## src/hdl/rpc_consts.svh

```systemverilog
// constants for the rectifier protection and restart controller
`ifndef RPC_CONSTS_SVH
`define RPC_CONSTS_SVH
`define RPC_CLK_HZ 100000000
`define RPC_DEBOUNCE_MS 10
`define RPC_MS_PER_S 1000
`define RPC_SEC_W 6
`define RPC_GRACE_S 6'd20
`define RPC_RESTART_S 6'd1
`define RPC_OT_WARN_S 6'd10
`define RPC_WINDOW_S 6'd60
`define RPC_OV_TRIES 2'd3
`define RPC_N_DB 3
`define RPC_DB_PIN 0
`define RPC_DB_DIP 1
`define RPC_DB_TRIM 2
`define RPC_DB_RESET 3'b111
`define RPC_N_SRC 4
`define RPC_SRC_PIN 0
`define RPC_SRC_DIP 1
`define RPC_SRC_OP 2
`define RPC_SRC_SER 3
`define RPC_SRC_ANALOG 4'b0111
`define RPC_SRC_SERIAL 4'b1000
`endif

```

## src/hdl/rpc_pkg.sv

```systemverilog
// types for the rectifier protection and restart controller
package rpc_pkg;
  typedef struct packed {
    logic on_off_pin_n;
    logic onoff_dip_on;
    logic trim_dip_on;
    logic protocol_open;
    logic serial_mode_output_enable;
  } rpc_ctrl_t;
  typedef struct packed {
    logic overcurrent;
    logic overvoltage;
    logic overtemp;
  } rpc_fault_t;
  typedef struct packed {
    logic valid;
    logic turn_on;
  } rpc_op_cmd_t;
  typedef enum logic [2:0] {
    ST_OFF = 3'h0,
    ST_START = 3'h1,
    ST_RUN = 3'h2,
    ST_OT_WARN = 3'h3,
    ST_WAIT = 3'h4,
    ST_LATCH = 3'h5
  } rpc_state_t;
  typedef enum logic [1:0] {
    SP_TRIM_POT = 2'h0,
    SP_MARGIN = 2'h1,
    SP_SERIAL = 2'h2
  } rpc_sp_src_t;
endpackage

```

## src/hdl/rpc_restart_ctrl.sv

```systemverilog
// protection, restart and mode sequencer for the rectifier main output
`timescale 1ns/1ns
`include "rpc_consts.svh"

// Overview of operation
// - at power-up hold current limiting instead of overload shutdown, up to 20 s
// - overload still present after 20 s: shut output down, then restart
// - overcurrent and overtemperature shutdowns auto-restart, never latch
// - overvoltage: up to three restarts, each after 1 s, in a 1 min window
// - three failed restarts inside one window latch the output off
// - window ends with fewer shutdowns: clear count; next overvoltage shutdown opens a fresh window
// - on/off pin or DIP switch cycled off then on clears the latch
// - removing and reapplying input power clears the latch
// - management off then on operation command clears latch and restarts
// - protocol input pulled down selects serial mode; open selects analog
// - analog and management-bus operation is the reset default
// - serial mode disregards the analog control signals
// - trim DIP off: pot disabled, set-point taken from margining input
// - trim DIP switched off: set-point reverts to factory default
// - trim DIP assumed on at reset, pot active
// - serial mode ignores trim pot and trim DIP for the set-point
// - on/off DIP off: output on only while pin held low; pin ignored serially
// - overtemp: warning low ~10 s before shutdown, released on restart
// - serial mode: serial enable pin is on/off; ignored otherwise
module rpc_restart_ctrl
  import rpc_pkg::*;
#(
  parameter int TICK_CYCLES = `RPC_CLK_HZ,
  parameter int DB_CYCLES = `RPC_CLK_HZ / `RPC_MS_PER_S * `RPC_DEBOUNCE_MS
) (
  // clock and reset
  input wire logic core_clk,
  input wire logic resetn,
  // input power and protection sensing
  input wire logic input_power_ok,
  input wire rpc_fault_t fault,
  // host pins, switches and management command
  input wire rpc_ctrl_t ctrl,
  input wire rpc_op_cmd_t op_cmd,
  // output control and status
  output logic main_output_on,
  output logic current_limit_active,
  output logic overheat_warning_n,
  output logic latched_off,
  output logic rs485_mode,
  output rpc_sp_src_t sp_source,
  output logic sp_default_load
);

  localparam int TW = $clog2(TICK_CYCLES + 1);
  localparam int DW = $clog2(DB_CYCLES + 1);

  if (TICK_CYCLES < 2 || DB_CYCLES < 2) begin : g_bad_param
    $error("rpc_restart_ctrl: TICK_CYCLES and DB_CYCLES must be at least 2");
  end

  function automatic logic prescale_wrap(input logic [TW-1:0] cnt);
    return cnt == TW'(TICK_CYCLES - 1);
  endfunction

  // debounce of pin and switches
  logic [`RPC_N_DB-1:0] db_raw;
  logic [`RPC_N_DB-1:0] db_stable_reg;
  logic [`RPC_N_DB-1:0] db_stable_next;
  logic [DW-1:0] db_cnt_reg [`RPC_N_DB];
  logic [DW-1:0] db_cnt_next [`RPC_N_DB];

  assign db_raw = {ctrl.trim_dip_on, ctrl.onoff_dip_on, ctrl.on_off_pin_n};

  always_comb begin
    db_stable_next = db_stable_reg;
    for (int i = 0; i < `RPC_N_DB; i++) begin
      db_cnt_next[i] = '0;
      if (db_raw[i] != db_stable_reg[i]) begin
        // input must hold its new level for the whole period
        if (db_cnt_reg[i] == DW'(DB_CYCLES - 1)) begin
          db_stable_next[i] = db_raw[i];
        end else begin
          db_cnt_next[i] = db_cnt_reg[i] + 1'b1;
        end
      end
    end
  end

  always_ff @(posedge core_clk or negedge resetn) begin
    if (!resetn) begin
      db_stable_reg <= `RPC_DB_RESET;
      for (int i = 0; i < `RPC_N_DB; i++) begin
        db_cnt_reg[i] <= '0;
      end
    end else begin
      db_stable_reg <= db_stable_next;
      db_cnt_reg <= db_cnt_next;
    end
  end

  // sequencer
  rpc_state_t state_reg, state_next;
  logic [TW-1:0] tick_cnt_reg, tick_cnt_next;
  logic [`RPC_SEC_W-1:0] sec_reg, sec_next;
  logic [TW-1:0] win_tick_reg, win_tick_next;
  logic [`RPC_SEC_W-1:0] win_sec_reg, win_sec_next;
  logic win_active_reg, win_active_next;
  logic [1:0] ov_cnt_reg, ov_cnt_next;
  logic ot_wait_reg, ot_wait_next;
  logic op_on_reg, op_on_next;
  logic [`RPC_N_SRC-1:0] off_seen_reg, off_seen_next;
  logic main_on_reg, main_on_next;
  logic cc_reg, cc_next;
  logic warn_n_reg, warn_n_next;
  logic latched_reg, latched_next;
  logic rs485_reg, rs485_next;
  rpc_sp_src_t sp_src_reg, sp_src_next;
  logic sp_load_reg, sp_load_next;

  logic serial;
  logic enable;
  logic ov_shut;
  logic latch_clear;
  logic [`RPC_N_SRC-1:0] src_on;
  logic [`RPC_N_SRC-1:0] src_mask;

  always_comb begin
    serial = rs485_reg;
    src_on = '0;
    src_on[`RPC_SRC_PIN] = ~db_stable_reg[`RPC_DB_PIN];
    src_on[`RPC_SRC_DIP] = db_stable_reg[`RPC_DB_DIP];
    src_on[`RPC_SRC_OP] = op_on_reg;
    src_on[`RPC_SRC_SER] = ctrl.serial_mode_output_enable;
    src_mask = serial ? `RPC_SRC_SERIAL : `RPC_SRC_ANALOG;
    if (serial) begin
      enable = src_on[`RPC_SRC_SER];
    end else begin
      // pin only matters while the on/off DIP is off
      enable = (src_on[`RPC_SRC_DIP] | src_on[`RPC_SRC_PIN]) & src_on[`RPC_SRC_OP];
    end
    latch_clear = enable & |(off_seen_reg & src_on & src_mask);

    rs485_next = ~ctrl.protocol_open;
    op_on_next = op_on_reg;
    if (op_cmd.valid && !serial) begin
      op_on_next = op_cmd.turn_on;
    end

    state_next = state_reg;
    ov_shut = 1'b0;
    ot_wait_next = ot_wait_reg;
    unique case (state_reg)
      ST_OFF: begin
        if (enable && input_power_ok) begin
          state_next = ST_START;
        end
      end
      ST_START, ST_RUN: begin
        if (!enable) begin
          state_next = ST_OFF;
        end else if (fault.overvoltage) begin
          ov_shut = 1'b1;
        end else if (fault.overtemp) begin
          state_next = ST_OT_WARN;
        end else if (state_reg == ST_RUN && fault.overcurrent) begin
          state_next = ST_WAIT;
        end else if (state_reg == ST_START && sec_reg == `RPC_GRACE_S) begin
          state_next = fault.overcurrent ? ST_WAIT : ST_RUN;
        end
      end
      ST_OT_WARN: begin
        if (!enable) begin
          state_next = ST_OFF;
        end else if (fault.overvoltage) begin
          ov_shut = 1'b1;
        end else if (!fault.overtemp) begin
          state_next = ST_RUN;
        end else if (sec_reg == `RPC_OT_WARN_S) begin
          state_next = ST_WAIT;
          ot_wait_next = 1'b1;
        end
      end
      ST_WAIT: begin
        if (!enable) begin
          state_next = ST_OFF;
        end else if (sec_reg >= `RPC_RESTART_S && !(ot_wait_reg && fault.overtemp)) begin
          // restart passes through the grace period again
          state_next = ST_START;
        end
      end
      ST_LATCH: begin
        if (latch_clear) begin
          state_next = ST_START;
        end
      end
      default: state_next = ST_OFF;
    endcase

    ov_cnt_next = ov_cnt_reg;
    win_active_next = win_active_reg;
    if (ov_shut) begin
      win_active_next = 1'b1;
      if (ov_cnt_reg == `RPC_OV_TRIES) begin
        state_next = ST_LATCH;
      end else begin
        state_next = ST_WAIT;
        ov_cnt_next = ov_cnt_reg + 1'b1;
      end
    end

    // window has its own prescaler so state changes do not skew it
    win_tick_next = '0;
    win_sec_next = '0;
    if (win_active_reg && state_reg != ST_LATCH) begin
      win_tick_next = prescale_wrap(win_tick_reg) ? '0 : win_tick_reg + 1'b1;
      win_sec_next = win_sec_reg + (prescale_wrap(win_tick_reg) ? 1'b1 : 1'b0);
      if (prescale_wrap(win_tick_reg) && win_sec_reg == `RPC_WINDOW_S - 1'b1 && !ov_shut) begin
        win_active_next = 1'b0;
        ov_cnt_next = '0;
        win_sec_next = '0;
      end
    end else if (win_active_reg) begin
      win_tick_next = win_tick_reg;
      win_sec_next = win_sec_reg;
    end

    if (state_next != ST_WAIT && state_next != ST_OT_WARN) begin
      ot_wait_next = 1'b0;
    end

    off_seen_next = '0;
    if (state_reg == ST_LATCH && !latch_clear) begin
      off_seen_next = off_seen_reg | (~src_on & src_mask);
    end

    // input power loss drops the output and forgets the overvoltage history
    if (!input_power_ok) begin
      state_next = ST_OFF;
      ov_cnt_next = '0;
      win_active_next = 1'b0;
      win_tick_next = '0;
      win_sec_next = '0;
      ot_wait_next = 1'b0;
      off_seen_next = '0;
    end

    // state timer restarts on every state change
    tick_cnt_next = '0;
    sec_next = '0;
    if (state_next == state_reg) begin
      tick_cnt_next = prescale_wrap(tick_cnt_reg) ? '0 : tick_cnt_reg + 1'b1;
      sec_next = sec_reg;
      if (prescale_wrap(tick_cnt_reg) && sec_reg != '1) begin
        sec_next = sec_reg + 1'b1;
      end
    end

    main_on_next = state_next == ST_START || state_next == ST_RUN || state_next == ST_OT_WARN;
    cc_next = state_next == ST_START && fault.overcurrent;
    warn_n_next = !(state_next == ST_OT_WARN || (state_next == ST_WAIT && ot_wait_next));
    latched_next = state_next == ST_LATCH;

    if (serial) begin
      sp_src_next = SP_SERIAL;
    end else if (db_stable_reg[`RPC_DB_TRIM]) begin
      sp_src_next = SP_TRIM_POT;
    end else begin
      sp_src_next = SP_MARGIN;
    end
    sp_load_next = !serial && db_stable_reg[`RPC_DB_TRIM] && !db_stable_next[`RPC_DB_TRIM];
  end

  always_ff @(posedge core_clk or negedge resetn) begin
    if (!resetn) begin
      state_reg <= ST_OFF;
      tick_cnt_reg <= '0;
      sec_reg <= '0;
      win_tick_reg <= '0;
      win_sec_reg <= '0;
      win_active_reg <= 1'b0;
      ov_cnt_reg <= '0;
      ot_wait_reg <= 1'b0;
      op_on_reg <= 1'b1;
      off_seen_reg <= '0;
      main_on_reg <= 1'b0;
      cc_reg <= 1'b0;
      warn_n_reg <= 1'b1;
      latched_reg <= 1'b0;
      rs485_reg <= 1'b0;
      sp_src_reg <= SP_TRIM_POT;
      sp_load_reg <= 1'b0;
    end else begin
      state_reg <= state_next;
      tick_cnt_reg <= tick_cnt_next;
      sec_reg <= sec_next;
      win_tick_reg <= win_tick_next;
      win_sec_reg <= win_sec_next;
      win_active_reg <= win_active_next;
      ov_cnt_reg <= ov_cnt_next;
      ot_wait_reg <= ot_wait_next;
      op_on_reg <= op_on_next;
      off_seen_reg <= off_seen_next;
      main_on_reg <= main_on_next;
      cc_reg <= cc_next;
      warn_n_reg <= warn_n_next;
      latched_reg <= latched_next;
      rs485_reg <= rs485_next;
      sp_src_reg <= sp_src_next;
      sp_load_reg <= sp_load_next;
    end
  end

  assign main_output_on = main_on_reg;
  assign current_limit_active = cc_reg;
  assign overheat_warning_n = warn_n_reg;
  assign latched_off = latched_reg;
  assign rs485_mode = rs485_reg;
  assign sp_source = sp_src_reg;
  assign sp_default_load = sp_load_reg;

endmodule // rpc_restart_ctrl

```

## config.mk

```make
export PLATFORM = sky130hd
export DESIGN_NAME = rpc_restart_ctrl
export DESIGN_NICKNAME = d
export VERILOG_FILES = /design/src/hdl/rpc_pkg.sv /design/src/hdl/rpc_restart_ctrl.sv
export VERILOG_INCLUDE_DIRS = /design/src /design/src/hdl
export SDC_FILE = /design/constraint.sdc
export NUM_CORES = 1
export LEC_CHECK = 0
export CAP_MARGIN = 20
export CORE_MARGIN = 1.5
export CORE_UTILIZATION = 64
export DETAILED_ROUTE_END_ITERATION = 10
export DONT_BUFFER_PORTS = 1
export PLACE_DENSITY_LB_ADDON = 0.15
export SYNTH_ARGS = -nofsm -noshare
export SYNTH_HDL_FRONTEND = slang
export SYNTH_SLANG_ARGS = --single-unit
```

## constraint.sdc

```tcl
create_clock -name core_clk -period 2.6 [get_ports core_clk]
set_input_delay 0.52 -clock core_clk [delete_from_list [all_inputs] [get_ports core_clk]]
set_output_delay 0.52 -clock core_clk [all_outputs]
set_load 0.005 [all_outputs]
```

==> results of run 1 <==
==> layer usage <==
layer  GRT usage  wire length (um)
met5           0                 0
met4      0.0764               187
met3      0.0721               756
met2       0.452              8290
met1       0.342              7170
==> worst max-delay path, stage by stage, from the launching register on <==
cell and delay [ns]:
dfrtp_1 0.66, nand3b_1 0.35, a21o_1 0.24, a31oi_1 0.29, or4b_1 0.26, nand2_4 0.09
buf_12 0.17, nor4_2 0.29
==> timing repair <==
action	4_1_cts	5_1_grt
setup endpoints to repair	0	38
hold endpoints to repair	149	149
setup buffers	0	0
resized for setup	0	5
==> path summary, 6_finish.rpt <==
| kind | slack [ns] | endpoint | depth (start not counted) | start |
|---|---|---|---|---|
| worst max-delay path | 0.13 | tick_cnt_reg[19]$_DFF_PN0_ | 7 | state_reg[2]$_DFF_PN0_ |
| worst min-delay path | -0.21 | win_tick_reg[26]$_DFFE_PN0P_ | 0 | resetn |
| worst max register to register | 0.13 | tick_cnt_reg[19]$_DFF_PN0_ | 7 | state_reg[2]$_DFF_PN0_ |
| worst min register to register | 0.49 | db_cnt_reg[20]$_DFF_PN0_ | 1 | db_cnt_reg[20]$_DFF_PN0_ |
| max in group asynchronous | 2.55 | overheat_warning_n$_DFF_PN1_ | 0 | resetn |
| min in group core_clk | 0.17 | rs485_mode$_DFF_PN0_ | 1 | ctrl[1] |
==> power groups by stage <==
| stage | registers (W) | logic [W] | clock network [W] |
|---|---|---|---|
| global placement | 0.00246 | 0.000266 | 0 |
| floorplan | 0.00245 | 0.000231 | 0 |
| finish | 0.00242 | 0.000277 | 0.00248 |
| CTS | 0.00242 | 0.000275 | 0.00252 |
| detailed placement | 0.00246 | 0.000273 | 0 |
| global route | 0.00243 | 0.000310 | 0.00263 |
==> per-stage QoR <==
stage               cells  hold slack (ns)  area, um2
floorplan             860            0.224       8210
global placement     1011            0.229       8420
detailed placement   1011            0.230       8420
CTS                  1043           -0.227       9020
global route         1043           -0.230       9050
finish               1043           -0.209       9050
==> Yosys cell counts (3+ instances only) <==
cell type    n  share of area
or4b_1       5         0.0061
nand2_1     81          0.037
buf_2       14         0.0085
nor3_1      30          0.018
nand4_1     23          0.018
dfrtp_1    144           0.44
or4_1        3         0.0027
a21oi_1     20          0.012
nor2_1     127          0.058
a21o_1       5         0.0046
ha_1        12          0.018
nor4b_1      6         0.0064
dfstp_2      5          0.016
nand3b_1    11          0.010
inv_1       26          0.012
xor2_1      46          0.049
nor4_2      30          0.046
nor2b_1      5         0.0038
o21ai_0     17          0.010
xnor2_1     52          0.055
and4_1      13          0.014
clkbuf_1    13         0.0059
or2_2        4         0.0030
and4b_1      3         0.0037
nand3_1     48          0.029
nor4_1      17          0.013
or3_1       12         0.0091
buf_6        4         0.0055
and3_1      18          0.014
a22o_1       3         0.0032
a31oi_1      7         0.0053
and2_1       4         0.0030
mux2_2       5         0.0069
==> kinds of logic (layout without fill, tap and decap cells) <==
| group | after synthesis | in the layout | share of synthesized area |
|---|---|---|---|
| and+or+nand+nor | 456 | 456 | 0.311 |
| DFF | 149 | 149 | 0.455 |
| xor gates and xnor gates | 98 | 98 | 0.105 |
| AOI/OAI and AO/OA | 80 | 80 | 0.0700 |
| buffers and inverters | 59 | 70 | 0.0328 |
| adders and majority gates | 12 | 12 | 0.0183 |
| muxes | 6 | 6 | 0.00808 |
==> final cells by class <==
class	instances	area (um2)	share of cell area
multi-input cells	652	4250	0.470
flip-flops and latches	149	3730	0.413
clock buffers	20	457	0.0505
well taps	172	215	0.0238
repair buffers	12	153	0.0169
clock inverters	12	143	0.0158
inverters	26	97.6	0.0108
==> results.toml, run 1 <==
[critical_path]
critPathCaptureType = "register"
path_max_fanout = 15
start_kind = "register"
criticalPathCategory = "register to register"
worstPathRequired_ns = 2.92
cp.arrival_ns = 2.79

[power_and_ir_drop]
leakage_nw = 3.66
seqPwrFrac = 0.468
irDropWorstVdd_uv = 486
sw_frac_of_total = 0.235
switchingPower_w = 0.00122
fin_total_pwr_w = 0.00518
power_density_nw_per_um2 = 572
internal-power_w = 0.00396
clkPwrFrac = 0.479
p_comb_frac = 0.053

[global_route]
grt_util_all_layers = 0.268
gr-total-overflow = 0
grt_pass1_vias = 6182
grt_pass1_wl_um = 28500
grt_max_degree = 150
antenna_found_initial = 0

[routing]
post_drt_via_cell_ratio = 5.95
vias = 6208
routed_wl_um = 16400
detail-route-antenna-nets = 0
drcViolationCount = 0
first_iter_violations = 428
post_drt_wl_per_cell_um = 15.7
drtPass1Iterations = 5

[clocking]
cts_made_buffers = 17
clkTransAtPathRegs_ns = 0.06
cts.sinks = 149
clk_latency_ns = 0.43
htreeDepth = 4
cts_root_buffer = "clkbuf_16"
cts_tree = "built"
clockBufferDepth = 2

[floorplanning]
fp.dieArea_um2 = 13500
start_util = 0.653
num_rows = 41
core_um2 = 12600
chipHeight_um = 116
num_io_pins = 21
die_w_um = 116

[sta]
hold_viol = 145
tns_ns = 0
worst_slack_ns = 0.126
holdWs_ns = -0.209
worstMarginPinSlew_ns = 0.576
slew_headroom = 0.612
slew_viol_final = 0
setup_viol = 0
finalCriticalPeriod_ns = 2.47
fin_crit_sh = 0.951
skew_ns = 0.00800
fmax_mhz = 404
rsz0062_at_grt = "no"

[synth]
netlist_area_um2 = 8210
synth_edf_count = 0
synthFlopType = "dfrtp_1"
netlist_instances = 860
synth-seq-cells = 149
synth_cell_types = 70
synthArstFlopShare = 1.00
avgSynthCellArea_um2 = 9.55
seq_area_frac_synth = 0.455
yosysWarnings = 0
synth_fp_nets = 885

[place]
place_ws_ns = 0.0896
portBuffers = 0
dp_hpwl_um = 10900
gp_congestion = 0.905

[job]
maxCapViolations = 0

[cells_and_area]
areaGrowthSynthToFinish_pct = 10.2
nets = 883
antenna_cells = 0
largest_reg_flops = 60
layout_commonest_cell = "dfrtp_1"
drive_above_1_share = 0.117
fillCellCount = 928
utilization = 0.720
most-common-layout-cells = "dfrtp_1 (144), nor2_1 (127), nand2_1 (81)"

[status]
status = "complete, but fails checks"
violations = "negative hold slack"

[min_path]
hold_class = "primary input to asynchronous set/reset pin"
Note: power is estimated with default switching activity, not from simulation.
==> run 2, diff against run 1 <==
--- a/config.mk
+++ b/config.mk
@@ -8,7 +8,7 @@
 export LEC_CHECK = 0
 export CAP_MARGIN = 20
 export CORE_MARGIN = 1.5
-export CORE_UTILIZATION = 64
+export CORE_UTILIZATION = 58
 export DETAILED_ROUTE_END_ITERATION = 10
 export DONT_BUFFER_PORTS = 1
 export PLACE_DENSITY_LB_ADDON = 0.15
==> constraint.sdc (replaced) <==
create_clock -name core_clk -period 2.25 [get_ports core_clk]
set_input_delay 0.45 -clock core_clk [delete_from_list [all_inputs] [get_ports core_clk]]
set_output_delay 0.45 -clock core_clk [all_outputs]
set_load 0.005 [all_outputs]
==> results.toml, run 2 (synthesis gave the netlist of run 1 again) <==
[clocking]
htreeDepth = 4
cts_tree = "built"
clockBufferDepth = 2
clk_latency_ns = 0.43
cts_root_buffer = "clkbuf_16"
clkTransAtPathRegs_ns = 0.06
cts.sinks = 149
cts_made_buffers = 17

[critical_path]
cp_slowest_cell = "dfrtp_1"
critical_path.cell_chain = "inv_2 -> buf_6 -> ha_4 -> nor2_4 -> a32oi_2 -> a32o_2 -> o211a_1 -> nor3_4 -> buf_12 -> clkbuf_16 -> nor4_4"
worstPathRequired_ns = 2.56
start_kind = "register"
critPathCaptureType = "register"
path_max_fanout = 8
r2r_cells = 11
criticalPathCategory = "register to register"
slowest_delay_ns = 0.41
cp.arrival_ns = 2.62

[sta]
holdWs_ns = -0.291
rsz0062_at_grt = "yes"
slew_viol_final = 0
skew_ns = 0.00993
worst_slack_ns = -0.0561
finalCriticalPeriod_ns = 2.31
fmax_mhz = 434
fin_crit_sh = 1.02
hold_viol = 144
setup_viol = 22
slew_headroom = 0.586
worstMarginPinSlew_ns = 0.615

[status]
status = "complete, but fails checks"
violations = "negative hold slack, negative setup slack"

[cells_and_area]
largest_reg_flops = 60
antenna_cells = 0
most-common-layout-cells = "dfrtp_1 (140), nor2_1 (124), nand2_1 (80)"
layout_commonest_cell = "dfrtp_1"
seq_area_um2 = 3740
fillCellCount = 948
areaGrowthSynthToFinish_pct = 22.0
drive_above_1_share = 0.212
nets = 940
multi_input_area_um2 = 4610

[floorplanning]
chipHeight_um = 122
start_util = 0.594
core_um2 = 13800
num_io_pins = 21
fp.dieArea_um2 = 14900
num_rows = 43
die_w_um = 122

[min_path]
hold_class = "primary input to asynchronous set/reset pin"

[global_route]
grt_pass1_wl_um = 29800
grt_max_degree = 150
grt_util_all_layers = 0.251
gr-total-overflow = 0
grt_pass1_vias = 6345
antenna_found_initial = 1

[routing]
drtPass1Iterations = 5
vias = 6806
drcViolationCount = 0
routed_wl_um = 20000
first_iter_violations = 611
post_drt_via_cell_ratio = 6.14
post_drt_wl_per_cell_um = 18.1
detail-route-antenna-nets = 0

[power_and_ir_drop]
leakage_nw = 4.06
fin_total_pwr_w = 0.00609
irDropWorstVdd_uv = 527
power_density_nw_per_um2 = 608

[job]
maxCapViolations = 0

[place]
portBuffers = 0
gp_congestion = 0.833
dp_hpwl_um = 11500
## run 2: final cells by class
cell class	count	share of cell area
inverters	26	0.00974
clock buffers	17	0.0425
flip-flops and latches	149	0.373
multi-input cells	653	0.460
clock inverters	15	0.0161
repair buffers	68	0.0756
well taps	180	0.0225
## run 2: critical path: cells and delay by family (launching register included)
family	cells	cell delay, ns
compound gates	3	0.64
buf+inv	4	0.57
flops	1	0.41
simple gates	3	0.40
fa+ha+maj	1	0.15
## run 2: power breakdown
| group | total, W | switching [W] | internal (W) |
|---|---|---|---|
| Clock | 0.00281 | 0.00124 | 0.00157 |
| Sequential | 0.00280 | 0.0000631 | 0.00273 |
| Combinational | 0.000480 | 0.000265 | 0.000215 |
| Total | 0.00609 | 0.00157 | 0.00452 |
## run 2: per-stage QoR
step                      TNS, ns  cells  setup slack (ns)  instance area (um2)   util
after floorplan                 0    860           0.00370                 8210      -
after global placement    -0.0377   1056           -0.0377                 8720  0.631
after detailed placement   -0.914   1056           -0.0841                 8720  0.631
after CTS                       0   1088           0.00116                 9350  0.676
after global routing        -2.50   1108            -0.120                10000  0.725
final                      -0.632   1108           -0.0561                10000  0.725
## run 2: worst paths after layout
path	startpoint	endpoint	slack, ns
setup / recovery	sec_reg[1]$_DFFE_PN0P_	tick_cnt_reg[18]$_DFF_PN0_	-0.06
hold / removal	resetn	win_tick_reg[16]$_DFFE_PN0P_	-0.29
setup reg to reg	sec_reg[1]$_DFFE_PN0P_	tick_cnt_reg[18]$_DFF_PN0_	-0.06
hold reg to reg	db_cnt_reg[20]$_DFF_PN0_	db_cnt_reg[20]$_DFF_PN0_	0.49
max in group asynchronous	resetn	db_stable_reg[0]$_DFFE_PN1P_	2.13
min in group core_clk	ctrl[1]	rs485_mode$_DFF_PN0_	0.07
## run 2: layer usage
layer / track usage / vias to the layer above / routed length [um]
li1: - / 3157 / -
met1: 0.330 / 3363 / 8600
met2: 0.404 / 236 / 9730
met3: 0.0566 / 50 / 1290
met4: 0.100 / 0 / 428
met5: 0 / - / 0
## run 2: timing repair
action,in CTS,in global routing
buffers inserted,0,11
pin swaps,2,14
gates resized for setup,7,74
cloned,0,10
hold endpoints to repair,149,149
setup endpoints to repair,37,47
==> run 3, diff against run 2 <==
==> constraint.sdc (replaced) <==
create_clock -name core_clk -period 2.25 [get_ports core_clk]
set_input_delay 0.1125 -clock core_clk [delete_from_list [all_inputs] [get_ports core_clk]]
set_output_delay 0.1125 -clock core_clk [all_outputs]
set_load 0.005 [all_outputs]
==> results.toml, run 3 (synthesis gave the netlist of run 1 again) <==
[power_and_ir_drop]
fin_total_pwr_w = 0.00634
power_density_nw_per_um2 = 609
switchingPower_w = 0.00158
seqPwrFrac = 0.441
clkPwrFrac = 0.468
leakage_nw = 4.19
irDropWorstVdd_uv = 550
p_comb_frac = 0.091
internal-power_w = 0.00476
sw_frac_of_total = 0.249

[global_route]
grt_pass1_vias = 6393
antenna_found_initial = 0
grt_pass1_wl_um = 30400
grt_util_all_layers = 0.260
grt_max_degree = 150
gr-total-overflow = 0

[cells_and_area]
most-common-layout-cells = "dfrtp_1 (141), nor2_1 (126), nand2_1 (76)"
largest_reg_flops = 60
layout_commonest_cell = "dfrtp_1"
nets = 965
drive_above_1_share = 0.227
fillCellCount = 854
areaGrowthSynthToFinish_pct = 26.8
antenna_cells = 0

[routing]
first_iter_violations = 650
routed_wl_um = 21800
drcViolationCount = 0
post_drt_wl_per_cell_um = 19.3
post_drt_via_cell_ratio = 6.21
vias = 7038
detail-route-antenna-nets = 0
drtPass1Iterations = 5

[critical_path]
cp_slowest_cell = "dfrtp_1"
critical_path.cell_chain = "buf_6 -> ha_4 -> and4b_1 -> a211o_1 -> o31a_1 -> a22oi_2 -> buf_6 -> buf_12 -> nand3_1 -> nor4_4"
criticalPathCategory = "register to register"
critPathCaptureType = "register"
path_max_fanout = 5
crit_top_cell = "buf_6"
worstPathRequired_ns = 2.58
cp_num_buf_inv = 3
slowest_delay_ns = 0.41
start_kind = "register"
path_delay_family = "compound AO/OA/AOI/OAI gates"
cp.arrival_ns = 2.73

[place]
gp_congestion = 0.860
portBuffers = 0
dp_hpwl_um = 11700

[status]
status = "complete, but fails checks"
violations = "negative hold slack, negative setup slack"

[sta]
fin_crit_sh = 1.07
setup_viol = 33
rsz0062_at_grt = "yes"
tns_ns = -2.46
slew_viol_final = 0
skew_ns = 0.00865
hold_viol = 149
holdWs_ns = -0.633
fmax_mhz = 416
worst_slack_ns = -0.155
slew_headroom = 0.571
worstMarginPinSlew_ns = 0.638
finalCriticalPeriod_ns = 2.41

[job]
maxCapViolations = 0

[floorplanning]
chipHeight_um = 122
num_rows = 43
die_w_um = 122
start_util = 0.594
core_um2 = 13800
fp.dieArea_um2 = 14900
num_io_pins = 21

[clocking]
hold_buffers = 10
cts_made_buffers = 17
clk_latency_ns = 0.44
cts_root_buffer = "clkbuf_16"
cts.sinks = 149
clkTransAtPathRegs_ns = 0.07
cts_tree = "built"
clockBufferDepth = 2
htreeDepth = 4

[min_path]
hold_class = "primary input to asynchronous set/reset pin"
==> run 3: cell types whose count changed in the layout (fill, tap and decap cells not counted), sizes merged <==
cell	previous run	this run
inv	34	31
clkinv	6	1
bufinv	1	3
dlygate4sd3	0	10
clkbuf	22	28
buf	63	74
clkinvlp	0	4
==> run 3: through the flow <==
step | util | instances | cell area (um2) | setup WS (ns)
floorplan | - | 860 | 8210 | 0.00370
global placement | 0.632 | 1058 | 8740 | 0.0183
detailed placement | 0.632 | 1058 | 8740 | -0.0669
CTS | 0.687 | 1101 | 9500 | 0.00638
global route | 0.753 | 1133 | 10400 | -0.186
finish | 0.753 | 1133 | 10400 | -0.155
==> run 3: final timing paths <==
| path | from | to | slack [ns] | depth (start not counted) |
|---|---|---|---|---|
| worst max-delay path | sec_reg[1]$_DFFE_PN0P_ | sec_reg[5]$_DFFE_PN0P_ | -0.16 | 10 |
| worst min-delay path | resetn | win_tick_reg[26]$_DFFE_PN0P_ | -0.63 | 0 |
| worst max register to register | sec_reg[1]$_DFFE_PN0P_ | sec_reg[5]$_DFFE_PN0P_ | -0.16 | 10 |
| worst min register to register | db_cnt_reg[40]$_DFF_PN0_ | db_cnt_reg[40]$_DFF_PN0_ | 0.49 | 1 |
| max in group asynchronous | resetn | db_stable_reg[2]$_DFF_PN1_ | 2.63 | 0 |
| min in group core_clk | fault[1] | ot_wait_reg$_DFF_PN0_ | 0.01 | 3 |
==> run 3: routing by layer <==
layer	track usage	share of wire	up-vias
met3	0.0571	0.067	61
met2	0.419	0.49	276
met5	0	0	-
met4	0.103	0.032	0
li1	-	-	3207
met1	0.343	0.41	3494
==> run 3: final cells by class <==
cell class                 instances  area, um2  share of cell area
clock inverter                    13        170              0.0163
sequential                       149       3740               0.359
timing repair buffer              93       1020              0.0983
multi-input combinational        653       4720               0.453
inverter                          26        101             0.00973
tap                              180        225              0.0216
clock buffer                      19        433              0.0416
==> run 3: power groups by stage <==
| stage | Clock, W | Combinational, W | Sequential [W] |
|---|---|---|---|
| final | 0.00296 | 0.000578 | 0.00280 |
| after global routing | 0.00311 | 0.000608 | 0.00280 |
| after CTS | 0.00297 | 0.000376 | 0.00279 |
| after detailed placement | 0 | 0.000343 | 0.00284 |
| after global placement | 0 | 0.000331 | 0.00284 |
| after floorplan | 0 | 0.000267 | 0.00283 |
==> run 3: timing repair <==
item / CTS / global route
pin swaps: 3 / 25
gates cloned: 0 / 13
resized for setup: 11 / 83
setup buffers: 1 / 20
endpoints found under the hold margin: 169 / 149
endpoints found under the setup margin: 36 / 43
